$ cat config.mk
export PLATFORM = sky130hd
export DESIGN_NAME = lrm_bank
export DESIGN_NICKNAME = d
export VERILOG_FILES = /design/src/logic/lrm_pkg.sv /design/src/logic/lrm_bank.sv /design/src/logic/lrm_meas_seq.sv
export SDC_FILE = /design/constraint.sdc
export NUM_CORES = 1
export LEC_CHECK = 0
export BUFFER_PORTS_ARGS = -buffer_cell sky130_fd_sc_hd__buf_2
export CORE_ASPECT_RATIO = 1.1
export CORE_MARGIN = 2
export CORE_UTILIZATION = 45
export CTS_BUF_LIST = sky130_fd_sc_hd__clkbuf_16
export DETAILED_ROUTE_END_ITERATION = 10
export GPL_ROUTABILITY_DRIVEN = 1
export PLACE_DENSITY = 0.69
export SYNTH_ARGS = -nofsm -noshare
export SYNTH_HDL_FRONTEND = slang
export SYNTH_SLANG_ARGS = --single-unit
$ cat constraint.sdc
create_clock -name clk -period 4.9 [get_ports clk]
set_clock_uncertainty 0.15 [all_clocks]
set_input_delay 0.245 -clock clk [delete_from_list [all_inputs] [get_ports clk]]
set_output_delay 0.245 -clock clk [all_outputs]
set_load 0.1 [all_outputs]
$ cat src/logic/lrm_pkg.sv
// constants and types for the linear-regulator mask and load measurement bank
package lrm_pkg;
  localparam logic [7:0] ADDR_MASK = 8'h23;
  localparam logic [7:0] ADDR_SEL = 8'h24;
  localparam logic [7:0] ADDR_RES_HI = 8'h25;
  localparam logic [7:0] ADDR_RES_LO = 8'h26;
  localparam logic [7:0] MASK_RST = 8'hcc;
  localparam logic [7:0] MASK_WR = 8'hdd;
  localparam logic [7:0] SEL_RST = 8'h00;
  localparam logic [8:0] RES_RST = 9'h001;
  localparam int B_R1_PGF = 7;
  localparam int B_R1_PGR = 6;
  localparam int B_R1_ILIM = 4;
  localparam int B_R0_PGF = 3;
  localparam int B_R0_PGR = 2;
  localparam int B_R0_ILIM = 0;
  localparam int B_SEL = 0;
  localparam int LSB_MA = 20;
  localparam int FULL_MA = 10220;
  localparam logic [8:0] RES_MAX = 9'(FULL_MA / LSB_MA);
  localparam int MEAS_TIME_US = 20;
  localparam int CLK_MHZ = 50;
  localparam logic [11:0] MEAS_CYC = 12'(MEAS_TIME_US * CLK_MHZ);
  typedef struct packed {
    logic pg1;
    logic curlim1;
    logic pg0;
    logic curlim0;
  } lrm_live_s;
  typedef struct packed {
    logic start;
    logic buck;
  } lrm_start_s;
  typedef enum logic [1:0] {
    LRM_IDLE = 2'b01,
    LRM_BUSY = 2'b10
  } lrm_state_e;
endpackage : lrm_pkg

$ cat src/logic/lrm_bank.sv
// register bank: regulator irq masks and buck load measurement
`timescale 1ns/10ps
module lrm_bank import lrm_pkg::*; (
  input wire logic clk,
  input wire logic rst,
  input wire logic regWrEn,
  input wire logic regRdEn,
  input wire logic [7:0] regAddr,
  input wire logic [7:0] regWrData,
  output logic [7:0] regRdData,
  input wire lrm_live_s liveIn,
  input wire logic measReadyIrqMask,
  input wire logic [8:0] adcSample0,
  input wire logic [8:0] adcSample1,
  output logic measBuck1,
  output logic reg1PgIrqFlag,
  output logic reg1CurlimIrqFlag,
  output logic reg0PgIrqFlag,
  output logic reg0CurlimIrqFlag,
  output logic measReadyIrqFlag,
  output lrm_live_s linregLiveStatus
);

  logic [7:0] mask_q;
  logic [7:0] maskWr;
  logic [7:0] sel_q;
  logic [8:0] result;
  logic doneP;
  lrm_live_s live_q;
  logic [7:0] rd_q;
  logic [7:0] rd_d;

  logic r1pg_q;
  logic r1il_q;
  logic r0pg_q;
  logic r0il_q;
  logic mr_q;

  lrm_start_s startReq;
  logic wrSel;
  logic wrMask;

  logic r1PgInvalidEvt;
  logic r1PgValidEvt;
  logic r1CurlimEvt;
  logic r0PgInvalidEvt;
  logic r0PgValidEvt;
  logic r0CurlimEvt;
  logic r1PgReq;
  logic r1CurlimReq;
  logic r0PgReq;
  logic r0CurlimReq;
  logic measReadyReq;

  // one decode shared by every writable register
  function automatic logic hitWr(
    input logic en,
    input logic [7:0] addr,
    input logic [7:0] target
  );
    hitWr = en && (addr == target);
  endfunction : hitWr

  function automatic logic rose(
    input logic prev,
    input logic cur
  );
    rose = !prev && cur;
  endfunction : rose

  function automatic logic fell(
    input logic prev,
    input logic cur
  );
    fell = prev && !cur;
  endfunction : fell

  // a set mask bit stops the event; the live copy never sees it
  function automatic logic passEvt(
    input logic evt,
    input logic maskBit
  );
    passEvt = evt && !maskBit;
  endfunction : passEvt

  // reserved bits of mask and result and unmapped offsets read zero; sel reads back all eight written bits
  function automatic logic [7:0] rdMux(
    input logic [7:0] addr,
    input logic [7:0] maskVal,
    input logic [7:0] selVal,
    input logic [8:0] res
  );
    unique case (addr)
      ADDR_MASK: rdMux = maskVal;
      ADDR_SEL: rdMux = selVal;
      ADDR_RES_HI: rdMux = {7'h00, res[8]};
      ADDR_RES_LO: rdMux = res[7:0];
      default: rdMux = 8'h00;
    endcase
  endfunction : rdMux

  assign wrSel = hitWr(regWrEn, regAddr, ADDR_SEL);
  assign wrMask = hitWr(regWrEn, regAddr, ADDR_MASK);
  assign startReq = '{start: wrSel, buck: regWrData[B_SEL]};
  // reserved mask bits keep reading zero whatever is written
  assign maskWr = regWrData & MASK_WR;

  // edges against the registered copy give one event per pg change (rise or fall) or curlim rise
  assign r1PgInvalidEvt = fell(live_q.pg1, liveIn.pg1);
  assign r1PgValidEvt = rose(live_q.pg1, liveIn.pg1);
  assign r1CurlimEvt = rose(live_q.curlim1, liveIn.curlim1);
  assign r0PgInvalidEvt = fell(live_q.pg0, liveIn.pg0);
  assign r0PgValidEvt = rose(live_q.pg0, liveIn.pg0);
  assign r0CurlimEvt = rose(live_q.curlim0, liveIn.curlim0);

  assign r1PgReq = passEvt(r1PgInvalidEvt, mask_q[B_R1_PGF]) ||
    passEvt(r1PgValidEvt, mask_q[B_R1_PGR]);
  assign r1CurlimReq = passEvt(r1CurlimEvt, mask_q[B_R1_ILIM]);
  assign r0PgReq = passEvt(r0PgInvalidEvt, mask_q[B_R0_PGF]) ||
    passEvt(r0PgValidEvt, mask_q[B_R0_PGR]);
  assign r0CurlimReq = passEvt(r0CurlimEvt, mask_q[B_R0_ILIM]);
  assign measReadyReq = passEvt(doneP, measReadyIrqMask);

  always_ff @(posedge clk) begin
    if (rst) begin
      mask_q <= MASK_RST;
    end else if (wrMask) begin
      mask_q <= maskWr;
    end
  end

  always_ff @(posedge clk) begin
    if (rst) begin
      sel_q <= SEL_RST;
    end else if (wrSel) begin
      sel_q <= regWrData;
    end
  end

  lrm_meas_seq uSeq (
    .clk(clk),
    .rst(rst),
    .startReq(startReq),
    .adcSample0(adcSample0),
    .adcSample1(adcSample1),
    .measBuck1(measBuck1),
    .result(result),
    .doneP(doneP)
  );

  // live status passes untouched by any mask
  always_ff @(posedge clk) begin
    if (rst) begin
      live_q <= '0;
    end else begin
      live_q <= liveIn;
    end
  end

  // edges of live status and measurement done raise flags; read of flag register not mapped here,
  // so flags stay sticky until reset
  always_ff @(posedge clk) begin
    if (rst) begin
      r1pg_q <= 1'b0;
    end else if (r1PgReq) begin
      r1pg_q <= 1'b1;
    end
  end

  always_ff @(posedge clk) begin
    if (rst) begin
      r1il_q <= 1'b0;
    end else if (r1CurlimReq) begin
      r1il_q <= 1'b1;
    end
  end

  always_ff @(posedge clk) begin
    if (rst) begin
      r0pg_q <= 1'b0;
    end else if (r0PgReq) begin
      r0pg_q <= 1'b1;
    end
  end

  always_ff @(posedge clk) begin
    if (rst) begin
      r0il_q <= 1'b0;
    end else if (r0CurlimReq) begin
      r0il_q <= 1'b1;
    end
  end

  always_ff @(posedge clk) begin
    if (rst) begin
      mr_q <= 1'b0;
    end else if (measReadyReq) begin
      mr_q <= 1'b1;
    end
  end

  // read data holds until the next read strobe
  always_comb begin
    rd_d = rd_q;
    if (regRdEn) begin
      rd_d = rdMux(regAddr, mask_q, sel_q, result);
    end
  end

  always_ff @(posedge clk) begin
    if (rst) begin
      rd_q <= 8'h00;
    end else begin
      rd_q <= rd_d;
    end
  end

  assign regRdData = rd_q;
  assign reg1PgIrqFlag = r1pg_q;
  assign reg1CurlimIrqFlag = r1il_q;
  assign reg0PgIrqFlag = r0pg_q;
  assign reg0CurlimIrqFlag = r0il_q;
  assign measReadyIrqFlag = mr_q;
  assign linregLiveStatus = live_q;
endmodule : lrm_bank

$ cat src/logic/lrm_meas_seq.sv
// measurement sequencer: converts raw adc sample to a latched result
`timescale 1ns/10ps
module lrm_meas_seq import lrm_pkg::*; (
  input wire logic clk,
  input wire logic rst,
  input wire lrm_start_s startReq,
  input wire logic [8:0] adcSample0,
  input wire logic [8:0] adcSample1,
  output logic measBuck1,
  output logic [8:0] result,
  output logic doneP
);
  lrm_state_e state_q;
  logic [11:0] cnt_q;
  logic buck_q;
  logic [8:0] res_q;
  logic done_q;
  function automatic logic [8:0] clampRes(input logic [8:0] raw);
    clampRes = (raw > RES_MAX) ? RES_MAX : raw;
  endfunction : clampRes
  always_ff @(posedge clk) begin
    if (rst) begin
      state_q <= LRM_IDLE;
      cnt_q <= 12'h000;
      buck_q <= 1'b0;
    end else if (startReq.start) begin
      // a new write restarts even a running measurement
      state_q <= LRM_BUSY;
      cnt_q <= MEAS_CYC;
      buck_q <= startReq.buck;
    end else begin
      unique case (state_q)
        LRM_IDLE: begin
          state_q <= LRM_IDLE;
        end
        LRM_BUSY: begin
          cnt_q <= cnt_q - 12'h001;
          if (cnt_q == 12'h001) begin
            state_q <= LRM_IDLE;
          end
        end
        default: begin
          state_q <= LRM_IDLE;
        end
      endcase
    end
  end
  always_ff @(posedge clk) begin
    if (rst) begin
      res_q <= RES_RST;
      done_q <= 1'b0;
    end else begin
      done_q <= 1'b0;
      if (!startReq.start && state_q == LRM_BUSY && cnt_q == 12'h001) begin
        res_q <= clampRes(buck_q ? adcSample1 : adcSample0);
        done_q <= 1'b1;
      end
    end
  end
  assign measBuck1 = buck_q;
  assign result = res_q;
  assign doneP = done_q;
endmodule : lrm_meas_seq

==> report_table.html, run 1 <==
<table>
<tr><th>Metric</th><th>Value</th></tr>
<tr><th colspan="2">Drt</th></tr>
<tr><td>Post-route ant nets</td><td>0</td></tr>
<tr><td>Average via count per standard cell</td><td>between 5 and 6</td></tr>
<tr><td>Total wire length after detailed routing</td><td>~5500 um</td></tr>
<tr><td>Starting DRC count in detailed routing</td><td>between 100 and 150</td></tr>
<tr><td>Average wire per cell in the routed design</td><td>between 10 and 15 um</td></tr>
<tr><td>Number of detailed-route iterations in the first pass</td><td>4</td></tr>
<tr><td>Routed via count</td><td>2,111</td></tr>
<tr><td>DRC errors left</td><td>0</td></tr>
<tr><th colspan="2">Yosys</th></tr>
<tr><td>FF+latch count, synth</td><td>between 50 and 60</td></tr>
<tr><td>Synthesized netlist net count</td><td>321</td></tr>
<tr><td>Yosys synthesis warning count</td><td>0</td></tr>
<tr><td>Cell area after synthesis</td><td>around 0.0025 mm2</td></tr>
<tr><td>Share of synthesized area occupied by flip-flops and latches</td><td>0.444</td></tr>
<tr><td>Post-Synthesis Cells</td><td>276</td></tr>
<tr><td>Number of distinct library cells after synthesis</td><td>43</td></tr>
<tr><td>Average size of a mapped cell</td><td>around 9.0 um2</td></tr>
<tr><th colspan="2">CTS</th></tr>
<tr><td>Clock tree from TritonCTS</td><td>yes</td></tr>
<tr><td>Number of gates resized after cts</td><td>0</td></tr>
<tr><td>Clock tree sinks</td><td>55</td></tr>
<tr><td>Deepest clock path buffer count</td><td>2</td></tr>
<tr><td>Clock-pin slew on the worst setup and hold paths</td><td>about 0.070 ns</td></tr>
<tr><td>H-tree level count</td><td>2</td></tr>
<tr><td>Clk Latency, worst-skew pair</td><td>0.29 ns</td></tr>
<tr><td>Buffers inserted by post-CTS timing repair</td><td>0</td></tr>
<tr><td>Inserted Clock Buffers</td><td>5</td></tr>
<tr><td>Clk root buf</td><td>sky130_fd_sc_hd__clkbuf_16</td></tr>
<tr><td>Count of hold-fix buffers inserted at cts</td><td>0</td></tr>
<tr><th colspan="2">STA</th></tr>
<tr><td>RSZ-0062 raised after global routing</td><td>false</td></tr>
<tr><td>Endpoints failing setup</td><td>0</td></tr>
<tr><td>Smallest setup slack after layout</td><td>between 2 and 3 ns</td></tr>
<tr><td>Final period utilization</td><td>0.486</td></tr>
<tr><td>Max Clk Rate</td><td>between 0.4 and 0.5 GHz</td></tr>
<tr><td>Max transition margin</td><td>0.224</td></tr>
<tr><td>Final Slew Violations</td><td>0</td></tr>
<tr><td>Worst Max-Slew Pin Slew</td><td>approximately 1.1 ns</td></tr>
<tr><td>Number of hold-slack violations in the final timing report</td><td>0</td></tr>
<tr><td>Setup tns final</td><td>0 ns</td></tr>
<tr><td>Final worst path period need</td><td>around 2.4 ns</td></tr>
<tr><th colspan="2">Global routing</th></tr>
<tr><td>All-layer global routing usage</td><td>0.188</td></tr>
<tr><td>Number of global-route vias before repair</td><td>around 1,900</td></tr>
<tr><td>Antenna violations before repair</td><td>0</td></tr>
<tr><td>Remaining Overflow, GRT</td><td>0</td></tr>
<tr><td>Wire length of the first global-routing pass</td><td>~8900 um</td></tr>
<tr><td>Largest net degree at the start of global routing</td><td>55</td></tr>
<tr><th colspan="2">Die</th></tr>
<tr><td>Die area</td><td>between 0.006 and 0.007 mm2</td></tr>
<tr><td>Starting density of the core</td><td>0.462</td></tr>
<tr><td>Horizontal die dimension</td><td>74.8 um</td></tr>
<tr><td>Area of the core</td><td>~0.0054 mm2</td></tr>
<tr><td>I/O pins</td><td>61</td></tr>
<tr><td>Number of placement rows</td><td>28</td></tr>
<tr><td>Die Y-Extent</td><td>~82 um</td></tr>
<tr><th colspan="2">Finish</th></tr>
<tr><td>ANT cells</td><td>0</td></tr>
<tr><td>Final net count</td><td>372</td></tr>
<tr><td>Layout fillers</td><td>between 500 and 600</td></tr>
<tr><td>Final Instance Count excl. Fillers</td><td>just over 400</td></tr>
<tr><td>Most frequent cells in the layout</td><td>60 x sky130_fd_sc_hd__buf_2, 55 x sky130_fd_sc_hd__dfxtp_1, 32 x sky130_fd_sc_hd__a21oi_1, 26 x sky130_fd_sc_hd__nor2_1, 18 x sky130_fd_sc_hd__nand2_1</td></tr>
<tr><td>Leading cell type in the layout, fill and taps excluded</td><td>sky130_fd_sc_hd__buf_2</td></tr>
<tr><td>Area growth syn-to-layout</td><td>19.0%</td></tr>
<tr><td>Ratio of cells with drive above 1 in the final layout</td><td>0.250</td></tr>
<tr><th colspan="2">Worst setup path</th></tr>
<tr><td>Crit Path Category</td><td>flop to flop</td></tr>
<tr><td>Worst Setup Start Kind</td><td>flop</td></tr>
<tr><td>Highest fanout seen on the critical path</td><td>9</td></tr>
<tr><td>CP endpoint kind</td><td>flop</td></tr>
<tr><td>Worst endpoint data arrival time</td><td>roughly 2.4 ns</td></tr>
<tr><td>Worst path required time</td><td>a little under 5 ns</td></tr>
<tr><th colspan="2">Status</th></tr>
<tr><td>Status</td><td>finished clean</td></tr>
<tr><th colspan="2">Pwr</th></tr>
<tr><td>Leakage power total</td><td>between 0.001 and 0.0015 uW</td></tr>
<tr><td>Max IR drop VDD</td><td>230 uV</td></tr>
<tr><td>Cell area power density</td><td>about 300 mW/mm2</td></tr>
<tr><th colspan="2">Placement</th></tr>
<tr><td>Port Buffer Count</td><td>60</td></tr>
<tr><td>Routability congestion estimate</td><td>~0.79</td></tr>
<tr><td>Placed Cells incl. Taps</td><td>approximately 400</td></tr>
<tr><td>Dpl hpwl</td><td>between 3000 and 4000 um</td></tr>
<tr><td>Post-Place Worst Slack</td><td>roughly 2.5 ns</td></tr>
<tr><th colspan="2">Flow run</th></tr>
<tr><td>Max cap viols</td><td>0</td></tr>
<tr><th colspan="2">Hold path</th></tr>
<tr><td>Path class of the lowest-slack min-delay path</td><td>primary input to flop</td></tr>
</table>
[routing by layer]
metal | share of wire | global-route usage
met4 | 0.011 | 0.0518
met5 | 0 | 0
met1 | 0.49 | 0.254
met3 | 0.050 | 0.0429
met2 | 0.45 | 0.300
[flip-flops by register name, indices dropped and copies added (netlist names)]
register / flops
regRdData: 8
reg1CurlimIrqFlag: 1
mask_q: 6
uSeq.state_q: 2
reg1PgIrqFlag: 1
reg0PgIrqFlag: 1
uSeq.cnt_q: 12
measReadyIrqFlag: 1
reg0CurlimIrqFlag: 1
sel_q: 8
uSeq.doneP: 1
uSeq.result: 9
linregLiveStatus: 4
[kinds of logic after synthesis]
logic type | count (synthesis) | share of synthesized area
multiplexers | 18 | 0.0777
XOR/XNOR | 11 | 0.0389
buffers and inverters | 24 | 0.0394
AND/OR/NAND/NOR | 107 | 0.237
adder cells (fa/ha/maj) | 2 | 0.0101
AO/OA/AOI/OAI | 59 | 0.153
flip-flops | 55 | 0.444
[stage by stage]
stage | hold slack [ns] | util | total power (uW) | instance area, um2
after floorplan | 0.223 | - | 508 | 2480
after global placement | 0.291 | 0.523 | 534 | 2810
after detailed placement | 0.297 | 0.523 | 534 | 2810
after CTS | 0.0216 | 0.550 | 882 | 2950
after global routing | 0.0342 | 0.550 | 905 | 2950
final | 0.0257 | 0.550 | 870 | 2950
[critical path: stages (launching register included)]
cell                      delay [ns]
sky130_fd_sc_hd__dfxtp_1        0.43
sky130_fd_sc_hd__ha_1           0.17
sky130_fd_sc_hd__or4b_1         0.50
sky130_fd_sc_hd__nor4_2         0.70
sky130_fd_sc_hd__nand3_1        0.17
sky130_fd_sc_hd__a21oi_1        0.18
[power by group]
group          switching (uW)  internal (uW)
Combinational            48.0           24.1
Sequential               1.81            450
Clock                     158            189
[worst paths after layout]
check | from | end | slack [ns] | cells after the start
max reg2reg | uSeq.cnt_q[0] | uSeq.result[2] | 2.52 | 5
max | uSeq.cnt_q[0] | uSeq.result[2] | 2.52 | 5
min | liveIn[2] | linregLiveStatus[2] | 0.03 | 2
min reg2reg | sel_q[1] | sel_q[1] | 0.31 | 2
[synth_stat cells (all sizes together)]
library cell | n | area, um2
ha | 2 | 25.0
a21oi | 32 | 160
o21ai | 8 | 40.0
inv | 8 | 30.0
nor3b | 5 | 37.5
nand3 | 14 | 70.1
or3 | 1 | 7.51
nand4b | 4 | 35.0
nand4 | 2 | 12.5
a2111oi | 2 | 36.3
nor2b | 13 | 81.3
o31ai | 1 | 7.51
xor2 | 9 | 78.8
o2bb2ai | 5 | 43.8
and3b | 1 | 8.76
nand2 | 18 | 67.6
xnor2 | 2 | 17.5
a211o | 4 | 35.0
and4b | 1 | 10.0
a211oi | 2 | 15.0
buf | 3 | 18.8
clkbuf | 13 | 48.8
o2111a | 1 | 11.3
nor3 | 7 | 35.0
or4b | 2 | 20.0
nor4b | 2 | 17.5
mux2i | 8 | 80.1
a21o | 1 | 7.51
and2 | 1 | 6.26
dfxtp | 55 | 1100
o211ai | 1 | 7.51
nor2 | 26 | 97.6
o21bai | 1 | 7.51
nand3b | 1 | 7.51
mux2 | 10 | 113
and3 | 1 | 6.26
nand2b | 3 | 18.8
or4 | 2 | 22.5
a21boi | 1 | 7.51
nor4 | 3 | 25.0
[area by class of cell]
type	instances	area [um2]	share of cell area
Multi-Input combinational cell	197	1280	0.434
Tap cell	75	93.8	0.0318
Clock inverter	3	20.0	0.00679
Timing Repair Buffer	60	300	0.102
Clock buffer	5	125	0.0424
Sequential cell	55	1100	0.373
Inverter	8	30.0	0.0102
No activity file was read; power rests on OpenSTA's default activity.
==> run 2, diff against run 1 <==
==> constraint.sdc (replaced) <==
create_clock -name clk -period 2.4 [get_ports clk]
set_clock_uncertainty 0.15 [all_clocks]
set_input_delay 0.12 -clock clk [delete_from_list [all_inputs] [get_ports clk]]
set_output_delay 0.12 -clock clk [all_outputs]
set_load 0.1 [all_outputs]
==> run 2 against run 1 <==
- sequential power grew 100%
- sequential share of layout area is 2.4 points lower
- non-clock buffer count increased by 19
- fmax rose by 6.3%
- clock power rose by 140%
- core utilization rose by 3.7 points
- critical path depth stayed put
- routed wire length rose by 1.6%
- first-iteration DRC count down 8.7%
- die area unchanged
- cell count up 4.7%
- via count is 5.1% higher
==> report_table.html, run 2 (synthesis results as in run 1) <==
<table>
<tr><th>Metric</th><th>Value</th></tr>
<tr><th colspan="2">Die</th></tr>
<tr><td>Die Y-Extent</td><td>81.8 um (unchanged)</td></tr>
<tr><td>I/O pins</td><td>61 (unchanged)</td></tr>
<tr><td>Area of the core</td><td>0.00536 mm2 (unchanged)</td></tr>
<tr><td>Starting density of the core</td><td>0.462 (unchanged)</td></tr>
<tr><td>Number of placement rows</td><td>28 (unchanged)</td></tr>
<tr><td>Die area</td><td>0.00612 mm2 (unchanged)</td></tr>
<tr><td>Horizontal die dimension</td><td>74.8 um (unchanged)</td></tr>
<tr><th colspan="2">Finish</th></tr>
<tr><td>Register bank with the most flops</td><td>uSeq.cnt_q</td></tr>
<tr><td>Fraction of the core area covered by cells at the end of the flow</td><td>0.588 (+0.0373)</td></tr>
<tr><td>ANT cells</td><td>0 (unchanged)</td></tr>
<tr><td>Flip-flop count of the largest register, all copies and words added</td><td>12 (unchanged)</td></tr>
<tr><td>Area growth syn-to-layout</td><td>27.1%</td></tr>
<tr><td>Fin area</td><td>0.00315 mm2 (+6.8%)</td></tr>
<tr><td>Most frequent cells in the layout</td><td>60 x sky130_fd_sc_hd__buf_2, 55 x sky130_fd_sc_hd__dfxtp_1, 32 x sky130_fd_sc_hd__a21oi_1, 26 x sky130_fd_sc_hd__nor2_1, 18 x sky130_fd_sc_hd__nand2_1</td></tr>
<tr><td>Final net count</td><td>391 (+5.1%)</td></tr>
<tr><td>Leading cell type in the layout, fill and taps excluded</td><td>sky130_fd_sc_hd__buf_2</td></tr>
<tr><td>Ratio of cells with drive above 1 in the final layout</td><td>0.251 (+0.000720)</td></tr>
<tr><th colspan="2">Worst setup path</th></tr>
<tr><td>Maximum single-stage delay on the critical path</td><td>0.52 ns (-0.18 ns)</td></tr>
<tr><td>Crit Path Category</td><td>flop to flop</td></tr>
<tr><td>Worst Setup Start Kind</td><td>flop</td></tr>
<tr><td>Cell-by-cell listing of the critical path</td><td>ha_1, or4b_1, or4_4, a2111oi_4, o21bai_1</td></tr>
<tr><td>Worst reg2reg startpoint</td><td>uSeq.cnt_q[0]</td></tr>
<tr><td>Highest fanout seen on the critical path</td><td>10 (+1)</td></tr>
<tr><td>Flop2flop setup slack</td><td>0.16 ns (-2.36 ns)</td></tr>
<tr><td>Worst path required time</td><td>2.43 ns (-2.53 ns)</td></tr>
<tr><td>Worst path bufs/invs</td><td>0 (unchanged)</td></tr>
<tr><td>Start point of the critical path</td><td>uSeq.cnt_q[0]</td></tr>
<tr><td>CP endpoint kind</td><td>flop</td></tr>
<tr><td>Top cell family by delay on the critical path</td><td>simple AND/OR/NAND/NOR gates</td></tr>
<tr><td>Cell type of the slowest stage on the worst timing path</td><td>sky130_fd_sc_hd__or4_4</td></tr>
<tr><td>Worst endpoint data arrival time</td><td>2.27 ns (-0.17 ns)</td></tr>
<tr><th colspan="2">CTS</th></tr>
<tr><td>Deepest clock path buffer count</td><td>2 (unchanged)</td></tr>
<tr><td>Clock tree from TritonCTS</td><td>yes</td></tr>
<tr><td>Clock tree sinks</td><td>55 (unchanged)</td></tr>
<tr><td>Number of gates resized after cts</td><td>0 (unchanged)</td></tr>
<tr><td>Clk root buf</td><td>sky130_fd_sc_hd__clkbuf_16</td></tr>
<tr><td>H-tree level count</td><td>2 (unchanged)</td></tr>
<tr><td>Clk Latency, worst-skew pair</td><td>0.29 ns (about the same)</td></tr>
<tr><td>Clock-pin slew on the worst setup and hold paths</td><td>0.07 ns (about the same)</td></tr>
<tr><td>Buffers inserted by post-CTS timing repair</td><td>0 (unchanged)</td></tr>
<tr><td>Inserted Clock Buffers</td><td>5 (unchanged)</td></tr>
<tr><td>Count of hold-fix buffers inserted at cts</td><td>14 (+14)</td></tr>
<tr><th colspan="2">Global routing</th></tr>
<tr><td>Wire length of the first global-routing pass</td><td>8930 um (+0.30%)</td></tr>
<tr><td>Antenna violations before repair</td><td>0 (unchanged)</td></tr>
<tr><td>Remaining Overflow, GRT</td><td>0 (unchanged)</td></tr>
<tr><td>Number of global-route vias before repair</td><td>1,990 (+4.3%)</td></tr>
<tr><td>All-layer global routing usage</td><td>0.188 (+0.000397)</td></tr>
<tr><td>Largest net degree at the start of global routing</td><td>33 (-40%)</td></tr>
<tr><th colspan="2">Placement</th></tr>
<tr><td>Dpl hpwl</td><td>3850 um (+2.8%)</td></tr>
<tr><td>Placed Instance Area</td><td>0.00284 mm2 (+1.3%)</td></tr>
<tr><td>Port Buffer Count</td><td>60 (unchanged)</td></tr>
<tr><td>Routability congestion estimate</td><td>0.837 (+5.7%)</td></tr>
<tr><td>Post-Place Worst Slack</td><td>0.170 ns (-2.36 ns)</td></tr>
<tr><th colspan="2">STA</th></tr>
<tr><td>Endpoints failing setup</td><td>0 (unchanged)</td></tr>
<tr><td>RSZ-0062 raised after global routing</td><td>false</td></tr>
<tr><td>Smallest setup slack after layout</td><td>0.161 ns (-2.36 ns)</td></tr>
<tr><td>Setup tns final</td><td>0 ns (unchanged)</td></tr>
<tr><td>Max Clk Rate</td><td>0.447 GHz (+6.3%)</td></tr>
<tr><td>Final worst path period need</td><td>2.24 ns (-0.142 ns)</td></tr>
<tr><td>Max transition margin</td><td>0.586 (+0.362)</td></tr>
<tr><td>Final period utilization</td><td>0.933 (+0.447)</td></tr>
<tr><td>Final Slew Violations</td><td>0 (unchanged)</td></tr>
<tr><td>Worst Max-Slew Pin Slew</td><td>0.620 ns (-0.528 ns)</td></tr>
<tr><td>Number of hold-slack violations in the final timing report</td><td>0 (unchanged)</td></tr>
<tr><th colspan="2">Pwr</th></tr>
<tr><td>Leakage power total</td><td>0.00127 uW (+8.4%)</td></tr>
<tr><td>Cell area power density</td><td>607 mW/mm2 (+110%)</td></tr>
<tr><td>Max IR drop VDD</td><td>371 uV (+61%)</td></tr>
<tr><td>Total Power Consumption</td><td>1910 uW (+120%)</td></tr>
<tr><th colspan="2">Hold path</th></tr>
<tr><td>Hold path startpoint</td><td>regRdEn</td></tr>
<tr><td>Path class of the lowest-slack min-delay path</td><td>primary input to flop</td></tr>
<tr><th colspan="2">Drt</th></tr>
<tr><td>DRC errors left</td><td>0 (unchanged)</td></tr>
<tr><td>Average wire per cell in the routed design</td><td>13.3 um (-3.0%)</td></tr>
<tr><td>Starting DRC count in detailed routing</td><td>94 (-8.7%)</td></tr>
<tr><td>Average via count per standard cell</td><td>5.26 (+0.38%)</td></tr>
<tr><td>Routed via count</td><td>2,219 (+5.1%)</td></tr>
<tr><td>Number of detailed-route iterations in the first pass</td><td>4 (unchanged)</td></tr>
<tr><td>Post-route ant nets</td><td>0 (unchanged)</td></tr>
<tr><td>Total wire length after detailed routing</td><td>5590 um (+1.6%)</td></tr>
<tr><th colspan="2">Status</th></tr>
<tr><td>Status</td><td>finished clean</td></tr>
<tr><th colspan="2">Flow run</th></tr>
<tr><td>Max cap viols</td><td>0 (unchanged)</td></tr>
</table>
run 2: metrics by stage:
step | std cells | hold slack, ns
2_1_floorplan | 276 | 0.0982
3_3_place_gp | 400 | 0.196
3_5_place_dp | 400 | 0.201
4_1_cts | 422 | 0.0318
5_1_grt | 422 | 0.0652
6_report | 422 | 0.0326
run 2: per-layer routing:
metal / track usage / vias to the layer above / part of all wire
li1: - / 1112 / -
met1: 0.250 / 1031 / 0.45
met2: 0.300 / 64 / 0.48
met3: 0.0380 / 12 / 0.050
met4: 0.0714 / 0 / 0.018
met5: 0 / - / 0
run 2: cell type report:
| type | instances | area (um2) |
|---|---|---|
| Tap cell | 75 | 93.8 |
| Clock inverter | 3 | 42.5 |
| Timing Repair Buffer | 79 | 478 |
| Multi-Input combinational cell | 197 | 1280 |
| Clock buffer | 5 | 125 |
| Fill cell | 500 | 2210 |
| Inverter | 8 | 30.0 |
| Sequential cell | 55 | 1100 |
run 2: tightest hold or removal path: cells and delay by family:
kind / cells / cell delay [ns]
buffers and inverters: 1 / 0.17
AOI/OAI and AO/OA: 1 / 0.06
and+or+nand+nor: 1 / 0.08
run 2: where the power goes:
| part | internal (uW) | switching [uW] |
|---|---|---|
| registers | 919 | 3.44 |
| logic | 65.2 | 101 |
| clock network | 493 | 333 |
run 2: final timing paths:
| kind | to | depth (start not counted) |
|---|---|---|
| setup / recovery | uSeq.result[0] | 5 |
| setup reg to reg | uSeq.result[0] | 5 |
| hold reg to reg | sel_q[4] | 2 |
| hold / removal | regRdData[5] | 3 |
